**src/rtl/rcr_pkg.sv**
```systemverilog
// Constants shared by the regulator control register bank.
package rcr_pkg;
	// ==========================================================
	// Register offsets.
	localparam logic [7:0] ADDR_BKP = 8'h1E; // Backup regulator.
	localparam logic [7:0] ADDR_IO  = 8'h20; // I/O converter.
	localparam logic [7:0] ADDR_CC  = 8'h21; // Core converter.
	localparam logic [7:0] ADDR_TP  = 8'h22; // Primary target.
	localparam logic [7:0] ADDR_TA  = 8'h23; // Alternate target.
	// ==========================================================
	// Writable bit masks; other bits are reserved and read zero, save the backup state field.
	localparam logic [7:0] MASK_BKP = 8'h08;
	localparam logic [7:0] MASK_IO  = 8'hCF;
	localparam logic [7:0] MASK_TA  = 8'h7F;
	// ==========================================================
	// Field positions.
	localparam int KEEP_BIT  = 3; // Backup full-load in OFF.
	localparam int MODE_LSB  = 0; // Power mode, two bits.
	localparam int IOV_LSB   = 2; // I/O voltage code.
	localparam int ILIM_LSB  = 6; // I/O current limit.
	localparam int RAMP_LSB  = 2; // Core ramp rate, three bits.
	localparam int CILIM_BIT = 5; // Core current limit.
	localparam int GAIN_LSB  = 6; // Core output multiplier.
	localparam int SELB_BIT  = 7; // Target select.
	// ==========================================================
	// Reset values.
	localparam logic [1:0] BKP_MODE_RST = 2'h1; // Active high power.
	localparam logic [7:0] IO_RST       = 8'h00;
	localparam logic [7:0] CC_RST       = 8'h0C; // Ramp rate 0x3.
	localparam logic [7:0] TGT_RST      = 8'h00;
	// ==========================================================
	// Output level in 12.5 mV units.
	localparam int         LVL_W      = 9;
	localparam logic [8:0] LVL_OFS    = 9'h02D; // 0.5625 V.
	localparam logic [6:0] CODE_LOW   = 7'h03;  // Floor 0.6 V.
	localparam logic [6:0] CODE_TOP   = 7'h4B;  // Ceiling 1.5 V.
	localparam logic [8:0] LVL_MAX    = 9'h108; // 3.3 V.
	// ==========================================================
	// Ramp timing: each step interval lasts the ramp-rate code plus one units.
	localparam int CLK_NS       = 10;
	localparam int RAMP_UNIT_NS = 1000;
	localparam int RAMP_UNIT_CYC = RAMP_UNIT_NS / CLK_NS;
	// Ramp engine states.
	typedef enum logic [1:0] {
		RCR_IDLE = 2'b01,
		RCR_MOVE = 2'b10
	} rcr_ramp_e;
endpackage

```
**src/rtl/rcr_regs.sv**
```systemverilog
// Control register bank for backup, I/O and first core rails.
// Function
// [RULE_01] Off-mask set keeps backup full load when off.
// [RULE_02] Off-mask clear puts backup low-power when off.
// [RULE_03] On backup supply, backup always low-power.
// [RULE_04] Backup state reads only; test mode writes.
// [RULE_05] I/O current limit codes 0.6/1.0/1.3 A.
// [RULE_06] I/O voltage code picks 1.5-3.3 V.
// [RULE_07] I/O power mode off, active or sleep.
// [RULE_08] Core multiplier gain one, two or three.
// [RULE_09] Core ramps in 12.5 mV timed steps.
// [RULE_10] Core power mode off, high or low.
// [RULE_11] Primary bit 7 picks applied target register.
// [RULE_12] Core code maps to output level.
// [RULE_13] Core output never exceeds 3.3 V.
// [RULE_14] Target registers follow chosen access port.
// [RULE_15] Boot configuration seeds selected fields.
// [RULE_16] Backup register in general reset domain.
// [RULE_17] Converter registers in turn-off reset domain.
// [RULE_18] Reserved bits read zero, ignore writes.
// [RULE_19] Target change restarts the stepped ramp.
module rcr_regs
	import rcr_pkg::*;
(
	input  wire logic       i_sys_clk,
	input  wire logic       i_rst_b,
	input  wire logic       i_turnoff_rst_b,
	input  wire logic       i_test_mode,
	input  wire logic       i_dev_off,
	input  wire logic       i_on_backup,
	input  wire logic       i_scaling_port_choice,
	input  wire logic       i_ramp_bypass,
	input  wire logic       i_boot_keep,
	input  wire logic [1:0] i_boot_io_vsel,
	input  wire logic [1:0] i_boot_gain,
	input  wire logic [6:0] i_boot_code_p,
	input  wire logic [6:0] i_boot_code_a,
	input  wire logic       i_ctl_wr,
	input  wire logic       i_ctl_rd,
	input  wire logic [7:0] i_ctl_addr,
	input  wire logic [7:0] i_ctl_wdata,
	output logic      [7:0] o_ctl_rdata,
	input  wire logic       i_vs_wr,
	input  wire logic       i_vs_rd,
	input  wire logic [7:0] i_vs_addr,
	input  wire logic [7:0] i_vs_wdata,
	output logic      [7:0] o_vs_rdata,
	output logic            o_bkp_full_load,
	output logic            o_bkp_low_power,
	output logic            o_io_enable,
	output logic            o_io_low_power,
	output logic      [1:0] o_io_ilim,
	output logic      [1:0] o_io_vsel,
	output logic            o_core_enable,
	output logic            o_core_low_power,
	output logic            o_core_ilim,
	output logic      [1:0] o_core_gain,
	output logic      [8:0] o_core_level,
	output logic            o_core_ramping
);
	// ==========================================================
	// Helpers.
	// Gain factor of a multiplier code.
	function automatic logic [1:0] gain_of(input logic [1:0] s);
		return (s == 2'h3) ? 2'h3 : ((s == 2'h2) ? 2'h2 : 2'h1);
	endfunction
	// Output level in 12.5 mV units, clamped to the ceiling.
	function automatic logic [8:0] level_of(input logic [6:0] c,
		input logic [1:0] g);
		logic [6:0]  k;
		logic [10:0] v;
		k = (c < CODE_LOW) ? CODE_LOW : c;
		k = (k > CODE_TOP) ? CODE_TOP : k;
		v = 11'({2'h0, k} + LVL_OFS) * 11'(g); // RULE_08 RULE_12
		if (c == 7'h00) v = 11'h000; // RULE_12
		if (v > 11'(LVL_MAX)) v = 11'(LVL_MAX); // RULE_13
		return v[8:0];
	endfunction
	// Cycles between steps for a ramp-rate code.
	function automatic logic [15:0] step_cyc(input logic [2:0] r);
		return 16'((int'(r) + 1) * RAMP_UNIT_CYC);
	endfunction

	// ==========================================================
	// Register state.
	logic       keep_q;     // Backup keep-full-load bit.
	logic [1:0] bkp_mode_q; // Backup regulator state.
	logic       gen_boot_q; // Boot values still to load, general.
	logic       off_boot_q; // Boot values still to load, turn-off.
	logic [7:0] io_q;       // I/O converter control.
	logic [7:0] cc_q;       // Core converter control.
	logic [7:0] tp_q;       // Primary target.
	logic [7:0] ta_q;       // Alternate target.
	// Target registers listen to only one port at a time.
	logic       v_wr;
	logic [7:0] v_addr;
	logic [7:0] v_wdata;
	assign v_wr    = i_scaling_port_choice ? i_vs_wr : i_ctl_wr;
	assign v_addr  = i_scaling_port_choice ? i_vs_addr : i_ctl_addr;
	assign v_wdata = i_scaling_port_choice ? i_vs_wdata : i_ctl_wdata;

	// Backup register lives in the general reset domain.
	always_ff @(posedge i_sys_clk or negedge i_rst_b) begin // RULE_16
		if (!i_rst_b) begin
			keep_q     <= 1'b0; // RULE_02
			bkp_mode_q <= BKP_MODE_RST; // RULE_04
			gen_boot_q <= 1'b1;
		end else begin
			gen_boot_q <= 1'b0;
			if (gen_boot_q) begin
				keep_q <= i_boot_keep; // RULE_15
			end else if (i_ctl_wr && i_ctl_addr == ADDR_BKP) begin
				keep_q <= i_ctl_wdata[KEEP_BIT];
				// State field takes writes only in test mode.
				if (i_test_mode) begin // RULE_04
					bkp_mode_q <= i_ctl_wdata[MODE_LSB +: 2];
				end
			end
		end
	end

	// Converter registers live in the turn-off reset domain.
	// Boot values load on the first edge after release, not
	// under the reset itself, so no port feeds an async load.
	always_ff @(posedge i_sys_clk or negedge i_turnoff_rst_b) begin
		if (!i_turnoff_rst_b) begin // RULE_17
			io_q       <= IO_RST;
			cc_q       <= CC_RST;
			tp_q       <= TGT_RST;
			ta_q       <= TGT_RST;
			off_boot_q <= 1'b1;
		end else begin
			off_boot_q <= 1'b0;
			if (off_boot_q) begin // RULE_15
				io_q[IOV_LSB +: 2]  <= i_boot_io_vsel;
				cc_q[GAIN_LSB +: 2] <= i_boot_gain;
				tp_q[6:0]           <= i_boot_code_p;
				ta_q[6:0]           <= i_boot_code_a;
			end else begin
				// Control port always owns the converter controls.
				if (i_ctl_wr && i_ctl_addr == ADDR_IO) begin
					io_q <= i_ctl_wdata & MASK_IO; // RULE_18
				end
				if (i_ctl_wr && i_ctl_addr == ADDR_CC) begin
					cc_q <= i_ctl_wdata;
				end
				if (v_wr && v_addr == ADDR_TP) begin // RULE_14
					tp_q <= v_wdata;
				end
				if (v_wr && v_addr == ADDR_TA) begin // RULE_14
					ta_q <= v_wdata & MASK_TA; // RULE_18
				end
			end
		end
	end

	// ==========================================================
	// Read path; a port reads targets only while it owns them.
	function automatic logic [7:0] rd_mux(input logic [7:0] a,
		input logic own_v, input logic own_c);
		logic [7:0] d;
		d = 8'h00;
		if (own_c && a == ADDR_BKP) begin
			d = {4'h0, keep_q, 1'b0, bkp_mode_q}; // RULE_18
		end
		if (own_c && a == ADDR_IO) d = io_q;
		if (own_c && a == ADDR_CC) d = cc_q;
		if (own_v && a == ADDR_TP) d = tp_q;
		if (own_v && a == ADDR_TA) d = ta_q;
		return d;
	endfunction

	// Read data is captured on the read strobe and held.
	always_ff @(posedge i_sys_clk or negedge i_rst_b) begin
		if (!i_rst_b) begin
			o_ctl_rdata <= 8'h00;
			o_vs_rdata  <= 8'h00;
		end else begin
			if (i_ctl_rd) begin
				o_ctl_rdata <= rd_mux(i_ctl_addr,
					!i_scaling_port_choice, 1'b1);
			end
			if (i_vs_rd) begin
				o_vs_rdata <= rd_mux(i_vs_addr,
					i_scaling_port_choice, 1'b0);
			end
		end
	end

	// ==========================================================
	// Backup regulator drive; backup supply forces low power.
	always_ff @(posedge i_sys_clk or negedge i_rst_b) begin
		if (!i_rst_b) begin
			o_bkp_full_load <= 1'b0;
			o_bkp_low_power <= 1'b0;
		end else begin
			o_bkp_full_load <= i_dev_off && keep_q
				&& !i_on_backup; // RULE_01 RULE_03
			o_bkp_low_power <= i_on_backup
				|| (i_dev_off && !keep_q); // RULE_02 RULE_03
		end
	end

	// ==========================================================
	// Converter mode and option outputs.
	always_ff @(posedge i_sys_clk or negedge i_turnoff_rst_b) begin
		if (!i_turnoff_rst_b) begin
			o_io_enable      <= 1'b0;
			o_io_low_power   <= 1'b0;
			o_io_ilim        <= 2'h0;
			o_io_vsel        <= 2'h0;
			o_core_enable    <= 1'b0;
			o_core_low_power <= 1'b0;
			o_core_ilim      <= 1'b0;
			o_core_gain      <= 2'h1;
		end else begin
			// Low mode bit clear means off for 00 and 10.
			o_io_enable    <= io_q[MODE_LSB]; // RULE_07
			o_io_low_power <= &io_q[MODE_LSB +: 2]; // RULE_07
			// Codes 10 and 11 both give the top limit.
			o_io_ilim <= io_q[ILIM_LSB + 1] ? 2'h2
				: io_q[ILIM_LSB +: 2]; // RULE_05
			o_io_vsel        <= io_q[IOV_LSB +: 2]; // RULE_06
			o_core_enable    <= cc_q[MODE_LSB]; // RULE_10
			o_core_low_power <= &cc_q[MODE_LSB +: 2]; // RULE_10
			o_core_ilim      <= cc_q[CILIM_BIT];
			o_core_gain      <= gain_of(cc_q[GAIN_LSB +: 2]); // RULE_08
		end
	end

	// ==========================================================
	// Ramp engine: one 12.5 mV unit per step interval.
	rcr_ramp_e   ramp_q;
	logic [8:0]  tgt_q;   // Applied target level.
	logic [8:0]  tgt_d;
	logic [15:0] cnt_q;   // Cycles left until the next step.
	assign tgt_d = level_of(tp_q[SELB_BIT] ? ta_q[6:0] : tp_q[6:0],
		gain_of(cc_q[GAIN_LSB +: 2])); // RULE_11

	// A new target reloads the interval so every ramp starts fresh.
	always_ff @(posedge i_sys_clk or negedge i_turnoff_rst_b) begin
		if (!i_turnoff_rst_b) begin
			ramp_q         <= RCR_IDLE;
			tgt_q          <= 9'h000;
			cnt_q          <= 16'h0000;
			o_core_level   <= 9'h000;
			o_core_ramping <= 1'b0;
		end else begin
			tgt_q          <= tgt_d;
			o_core_ramping <= (o_core_level != tgt_q);
			if (tgt_d != tgt_q) begin // RULE_19
				cnt_q  <= step_cyc(cc_q[RAMP_LSB +: 3]);
				ramp_q <= RCR_MOVE;
			end else if (i_ramp_bypass) begin
				o_core_level <= tgt_q; // RULE_09
				ramp_q       <= RCR_IDLE;
			end else begin
				unique case (ramp_q)
					RCR_IDLE: begin
						if (o_core_level != tgt_q) begin
							cnt_q  <= step_cyc(cc_q[RAMP_LSB +: 3]);
							ramp_q <= RCR_MOVE;
						end
					end
					RCR_MOVE: begin
						if (o_core_level == tgt_q) begin
							ramp_q <= RCR_IDLE;
						end else if (cnt_q > 16'h0001) begin
							cnt_q <= cnt_q - 16'h0001;
						end else begin
							// Step one unit toward the target.
							o_core_level <= (o_core_level < tgt_q)
								? o_core_level + 9'h001
								: o_core_level - 9'h001; // RULE_09
							cnt_q <= step_cyc(cc_q[RAMP_LSB +: 3]);
						end
					end
				endcase
			end
		end
	end

	// ==========================================================
	// Checks.
	keep_load_a: assert property (@(posedge i_sys_clk) // RULE_01
		disable iff (!i_rst_b)
		(keep_q && i_dev_off && !i_on_backup) |=> o_bkp_full_load)
		else $error("Backup lost full load in OFF.");
	off_lowpwr_a: assert property (@(posedge i_sys_clk) // RULE_02
		disable iff (!i_rst_b)
		(!keep_q && i_dev_off) |=> o_bkp_low_power)
		else $error("Backup not low power in OFF.");
	backup_supply_a: assert property (@(posedge i_sys_clk) // RULE_03
		disable iff (!i_rst_b)
		i_on_backup |=> (o_bkp_low_power && !o_bkp_full_load))
		else $error("Backup supply did not force low power.");
	state_ro_a: assert property (@(posedge i_sys_clk) // RULE_04
		disable iff (!i_rst_b)
		(!i_test_mode && !gen_boot_q) |=> $stable(bkp_mode_q))
		else $error("Backup state changed outside test mode.");
	io_mode_a: assert property (@(posedge i_sys_clk) // RULE_07
		disable iff (!i_turnoff_rst_b)
		##1 o_io_enable == $past(io_q[MODE_LSB]))
		else $error("I/O enable does not follow mode.");
	level_cap_a: assert property (@(posedge i_sys_clk) // RULE_13
		disable iff (!i_turnoff_rst_b)
		o_core_level <= LVL_MAX)
		else $error("Core level above ceiling.");
	step_size_a: assert property (@(posedge i_sys_clk) // RULE_09
		disable iff (!i_turnoff_rst_b)
		(!i_ramp_bypass && $stable(tgt_q)) ##1 !$stable(o_core_level)
		|-> ($past(o_core_level) - o_core_level == 9'h001
		|| o_core_level - $past(o_core_level) == 9'h001))
		else $error("Core level moved more than one step.");
	port_own_a: assert property (@(posedge i_sys_clk) // RULE_14
		disable iff (!i_turnoff_rst_b)
		(!off_boot_q && !i_ctl_wr && !i_vs_wr) |=> $stable(tp_q))
		else $error("Primary target changed with no write.");
	resv_zero_a: assert property (@(posedge i_sys_clk) // RULE_18
		disable iff (!i_rst_b)
		(i_ctl_rd && i_ctl_addr == ADDR_IO) |=> o_ctl_rdata[5:4] == 2'h0)
		else $error("Reserved I/O bits read nonzero.");
endmodule

```
**config.mk**
```make
export PLATFORM = sky130hd
export DESIGN_NAME = rcr_regs
export DESIGN_NICKNAME = d
export VERILOG_FILES = /design/src/rtl/rcr_pkg.sv /design/src/rtl/rcr_regs.sv
export SDC_FILE = /design/constraint.sdc
export NUM_CORES = 1
export LEC_CHECK = 0
export BUFFER_PORTS_ARGS = -buffer_cell sky130_fd_sc_hd__buf_2
export CAP_MARGIN = 20
export CORE_MARGIN = 3
export CORE_UTILIZATION = 30
export CTS_CLUSTER_SIZE = 16
export DETAILED_ROUTE_END_ITERATION = 10
export GPL_TIMING_DRIVEN = 1
export PLACE_DENSITY = 0.52
export REMOVE_ABC_BUFFERS = 1
export SLEW_MARGIN = 20
export SYNTH_ARGS = -nofsm -noshare
export SYNTH_HDL_FRONTEND = slang
export SYNTH_SLANG_ARGS = --single-unit
```
**constraint.sdc**
```tcl
create_clock -name i_sys_clk -period 6 [get_ports i_sys_clk]
set_input_delay 0.3 -clock i_sys_clk [delete_from_list [all_inputs] [get_ports i_sys_clk]]
set_output_delay 0.3 -clock i_sys_clk [all_outputs]
set_load 0.02 [all_outputs]
```
Word-level counts from Yosys, hierarchy flattened
Cells that the tools add are included.
Storage, ports and cells
  bits in latches: 0
  memory bits (read-only): 0
  bits of input ports: 63
  memory bits (writable): 0
  output and inout port bits: 39
  register bits after elaboration: 100
  memories: 0
  logic and storage cells: 142
Operators by class
  reductions and logical operators: 32
  div/mod/pow operators: 0
  bitwise gates (word level): 3
  shift-type cells: 0
  multipliers: 2
  equal/unequal tests: 23
  magnitude comparators: 5
  add/sub/neg operators: 5
  mux-type cells: 44
Operator list (number)
  $mux 16: 5
  $mux 8: 9
  $eq 8x6->1 const B: 8
  $mux 9: 6
  $mux 7: 7
  $pmux 16 s2: 1
  $mux 2: 9
  $ne 9x9->1: 2
  $gt 16x1->1 const B: 1
  $sub 16x1->16 const B: 1
  $logic_and 1x1->1: 12
  $reduce_and 2->1: 6
  $reduce_bool 2->1: 6
  $gt 10x9->1 const B: 1
  $mul 8x2->10: 1
  $mux 10: 1
  $add 9x1->9 const B: 1
  $eq 9x9->1: 1
  $lt 9x9->1: 1
  $mul 4x5->9 const B: 1
  $sub 9x1->9 const B: 1
  $add 7x6->8 const B: 1
  $eq 8x5->1 const B: 1
  $mux 4: 2
  other kinds (17): 29

Depth between registers and ports, before layout
  depth in word-level cells: 13
  mapped depth: 21
  mapped depth without buffers: 19

Least setup slack after synthesis
Ideal clock, no wire load.
  path type: reg2reg
  start: reg tp_q[7]
  end: reg o_core_level[2]
  path slack: 1237 ps
  stages on the path, launching flop included: 22
  path buffers: 2
  setup time: 125 ps
  period minus slack after synthesis: 4763 ps
  arrival time: 4638 ps
  required time: 5875 ps
  cells stage by stage: dfrtp_1 -> buf_2 -> mux2_2 -> a2bb2oi_1 -> o221a_2 -> inv_2 -> ha_1 -> a21oi_1 -> nor2_1 -> a2111oi_0 -> nor2_1 -> ha_1 -> or3b_2 -> o211ai_1 -> a311oi_1 -> o21ai_0 -> o2111ai_1 -> and4bb_1 -> nand4_2 -> or2_1 -> buf_6 -> mux2_4
On the way
  longest elaborated chain between the ends: 13
  elaborated cells between the ends (all ways): 14
  those cells by class: add/sub: 1; mul: 1; order compare: 3; eq/ne: 1; mux: 5; bitwise: 1; reduce/logical: 2
RTL lines
  from (decl): RTL line rcr_regs.sv:92  | logic [7:0] tp_q;
  from (signal assigned): RTL line rcr_regs.sv:148  | tp_q <= v_wdata;
  $mux 7 *: RTL line rcr_regs.sv:237  | assign tgt_d = level_of(tp_q[SELB_BIT] ? ta_q[6:0] : tp_q[6:0],
  $lt 7x2->1: RTL line rcr_regs.sv:72  | k = (c < CODE_LOW) ? CODE_LOW : c;
  $mux 7: RTL line rcr_regs.sv:72
  $gt 7x7->1: RTL line rcr_regs.sv:73  | k = (k > CODE_TOP) ? CODE_TOP : k;
  $mux 7: RTL line rcr_regs.sv:73
  $add 7x6->8: RTL line rcr_regs.sv:74  | v = 11'({2'h0, k} + LVL_OFS) * 11'(g);
  $mul 8x2->10: RTL line rcr_regs.sv:74
  $mux 10 *: RTL line rcr_regs.sv:75  | if (c == 7'h00) v = 11'h000;
  $gt 10x9->1: RTL line rcr_regs.sv:76  | if (v > 11'(LVL_MAX)) v = 11'(LVL_MAX);
  $mux 9 *: RTL line rcr_regs.sv:76
  $ne 9x9->1 *: RTL line rcr_regs.sv:251  | if (tgt_d != tgt_q) begin
  $not 1->1 (no source line) *
  $reduce_and 4->1 (no source line) *
  to (signal assigned): RTL line rcr_regs.sv:255  | o_core_level <= tgt_q;
  to (signal assigned): RTL line rcr_regs.sv:272  | o_core_level <= (o_core_level < tgt_q)
  to (decl): RTL line rcr_regs.sv:58  | output logic [8:0] o_core_level,
Mark *: on every way between the ends. The rest lies on a longest branch, timed or not.
A chain may end at the register's enable or synchronous reset.

Worst setup path in the final report
  start: reg tp_q[7]
  end: reg o_core_level[4]
Same word-level chain as after synthesis.

==> metrics <==
worst path arrival time around 5700 ps; port bufs slightly above 100; Final ANT Viol Nets 0; number of library cell types mapped by synthesis 70; Final HPWL DP between 10000 and 15000 microns; total power around 2.3 mW; n_diodes 0; maximum VDD drop 140 uV; TritonCTS Buffers 9; Max Slew Vio Count 0; pre-CTS WS between 300 and 400 ps; Crit Path Class reg2reg; vias between 5000 and 6000; Vias/cell between 5 and 6; worst reg-to-reg setup slack 560 ps; count of final setup violators 0; fin area between 7000 and 8000 sq um; R2R cell count 20; endpoint type of the worst setup path register; H-tree depth 3; status complete, but fails checks; CP required between 6000 and 7000 ps; Setup TNS 0 ps; Max Clock Skew between 10 and 15 ps; post-CTS setup buffer count 0; most frequent cells in the layout 100 x buf_2, 92 x dfrtp_1, 77 x nand2_1; clk root buf clkbuf_16; failing checks hold timing; GRT Total Usage around 15%; GR Overflow Total 0; fin nets about 900; layout cells sized above 1 21.5%; FF+latch count, synth 100; drt drc 0; crit-path max cell delay slightly below 600 ps; total I/O pin count 102; Fmax about 180 MHz; Crit Path Max Fanout 17; layout overhead on the synthesized area 16.8%; final period utilization between 90% and 100%; Fillers 2205; worst rel slew slack 31.9%; RR Startpoint tp_q[7]$_DFFE_PN0P_; drt first pass iters 5; commonest non-fill, non-tap cell in the layout buf_2; syn_area_per_cell roughly 9.1 sq um; gpl congestion 0.823; vias in the first global route 5350; number of synthesized flops with an enable pin 0; placed cell areas 7250 sq um; Site Rows 53; antenna violations before repair 0; Initial Util between 30 and 40%; total wire length 17700 microns; Core Area about 21000 sq um; WL per Instance ~16 microns; Hold WC Path Type in2async; CP Cell Sequence buf_4 -> nor3_1 -> a2bb2oi_1 -> o221a_2 -> inv_2 -> ha_1 -> a21oi_1 -> nor2_1 -> a2111oi_0 -> nor2_1 -> ha_1 -> or3b_2 -> o211ai_1 -> a311oi_1 -> or3_1 -> a22oi_1 -> o2bb2ai_1 -> nand4_2 -> or2_1 -> mux2_4; RSZ-0062 raised after global routing no; PwrDens 299 nW/um^2; first-pass GRT wire length 29100 microns; Die Y between 150 and 200 microns; max cap viols 0; synth warn 0; Reg clk slew, reported paths roughly 70 ps; Fin Hold WS -33.5 ps; Reg2Reg Capture Point o_core_level[4]$_DFFE_PN0P_; CTS tree built; Seq/Total Area, Yosys a little under 40%; final hold viol count 26; ys async rst share 100%; post-route setup slack roughly 560 ps; Mapped Cells roughly 720; Slowest cell on crit path a2111oi_0; Setup crit start kind register; Die X around 150 microns; clock tree buffer depth 2; clock sink total 100; Slew @ Worst Pin between 1000 and 1500 ps; largest net degree at the start of global routing 79; worst setup path startpoint tp_q[7]$_DFFE_PN0P_; Final Critical Period around 5400 ps; CP endpoint o_core_level[4]$_DFFE_PN0P_; synthesized area about 6500 sq um; most common flop cell mapped by yosys dfrtp_1; drt initial violations 376; clk_lat worst skew roughly 360 ps; Die ar. ~23000 sq um; Leak approximately 3.5 nW
[worst min path at each step]
stage | to | startpoint | slack, ps
floorplan | bkp_mode_q[1]$_DFFE_PN0P_ | i_rst_b | 4
global placement | o_vs_rdata[5]$_DFFE_PN0P_ | i_rst_b | 330
detailed placement | o_vs_rdata[5]$_DFFE_PN0P_ | i_rst_b | 330
CTS | o_bkp_full_load$_DFF_PN0_ | i_on_backup | 80
global route | cc_q[1]$_DFFE_PN0P_ | i_turnoff_rst_b | 60
finish | cnt_q[14]$_DFFE_PN0P_ | i_turnoff_rst_b | -30
[synth_stat cells, types with 6 or more instances]
library cell	number	share of area, %
nor2_1	59	3.4
o211ai_1	10	1.2
and2_1	15	1.4
dfstp_2	7	2.8
or3_1	7	0.68
ha_1	35	6.8
nor3b_1	8	0.93
a22oi_1	27	3.1
nor2b_1	10	0.97
xnor2_1	12	1.6
xor2_1	9	1.2
o21ai_0	43	3.3
inv_1	37	2.1
clkbuf_1	26	1.5
mux2i_1	21	3.2
o22ai_1	15	1.4
nand2_1	77	4.5
nand3_1	11	0.85
mux2_2	22	3.8
nor3_1	14	1.1
nor4_1	6	0.58
a31oi_1	7	0.68
dfrtp_1	93	36
o21a_1	8	0.93
a21oi_1	39	3.0
o21bai_1	6	0.70
mux2_4	6	1.4
[sequential cells by signal, indices dropped and copies added (netlist names), 2 cells and up]
register / cells
o_io_vsel: 2
o_io_ilim: 2
tgt_q: 9
ta_q: 7
o_vs_rdata: 8
cnt_q: 16
bkp_mode_q: 2
tp_q: 8
cc_q: 8
o_ctl_rdata: 8
o_core_level: 9
o_core_gain: 2
io_q: 6
ramp_q: 2
[layout make-up]
cell class	count	area [sq um]	area share, %
flip-flops and latches	100	2510	33.2
inverters	38	143	1.88
well taps	275	344	4.55
repair buffers	108	567	7.49
clock inverters	7	66.3	0.876
multi-input cells	547	3710	49.0
clock buffers	9	225	2.98
[power breakdown]
part	switching (mW)	internal, mW	total, mW	leakage [nW]
Combinational	0.457	0.354	0.810	2.05
Sequential	0.110	0.753	0.863	1.28
Clock	0.293	0.294	0.587	0.138
Total	0.860	1.40	2.26	3.47
[metrics by stage]
step           std cells  util (%)
4_1_cts             1084      35.7
6_report            1084      35.8
3_5_place_dp        1067      34.3
3_3_place_gp        1067      34.3
5_1_grt             1084      35.8
2_1_floorplan        685         -
[worst max-delay path: cells and delay by family (launching register included)]
kind | cells | cell delay (ps)
compound gates | 8 | 1800
simple gates | 7 | 1770
fa+ha+maj | 2 | 600
flops | 1 | 520
mux | 1 | 340
buf+inv | 2 | 280
[kinds of logic after synthesis]
group	after synthesis	share of synthesized area (%)
compound gates	194	19.6
xor+xnor	21	2.84
fa+ha+maj	37	7.38
buf+inv	71	4.34
flops	100	38.8
mux	49	8.46
other cells	1	0.0579
simple gates	242	18.6
[per-layer routing]
metal  share of wire [%]  vias to the layer above  track usage [%]
li1                    -                     2762                -
met1                  49                     2644             22.1
met2                  44                      140             23.3
met3                 5.4                       13             2.97
met4                 1.3                        0             3.65
met5                   0                        -                0
[what timing repair did]
item	CTS	global route
hold endpoints to repair	20	0
endpoints found under the setup margin	0	15
hold buffers	1	0
resized for setup	0	2
Power figures use the tool's default switching activity.
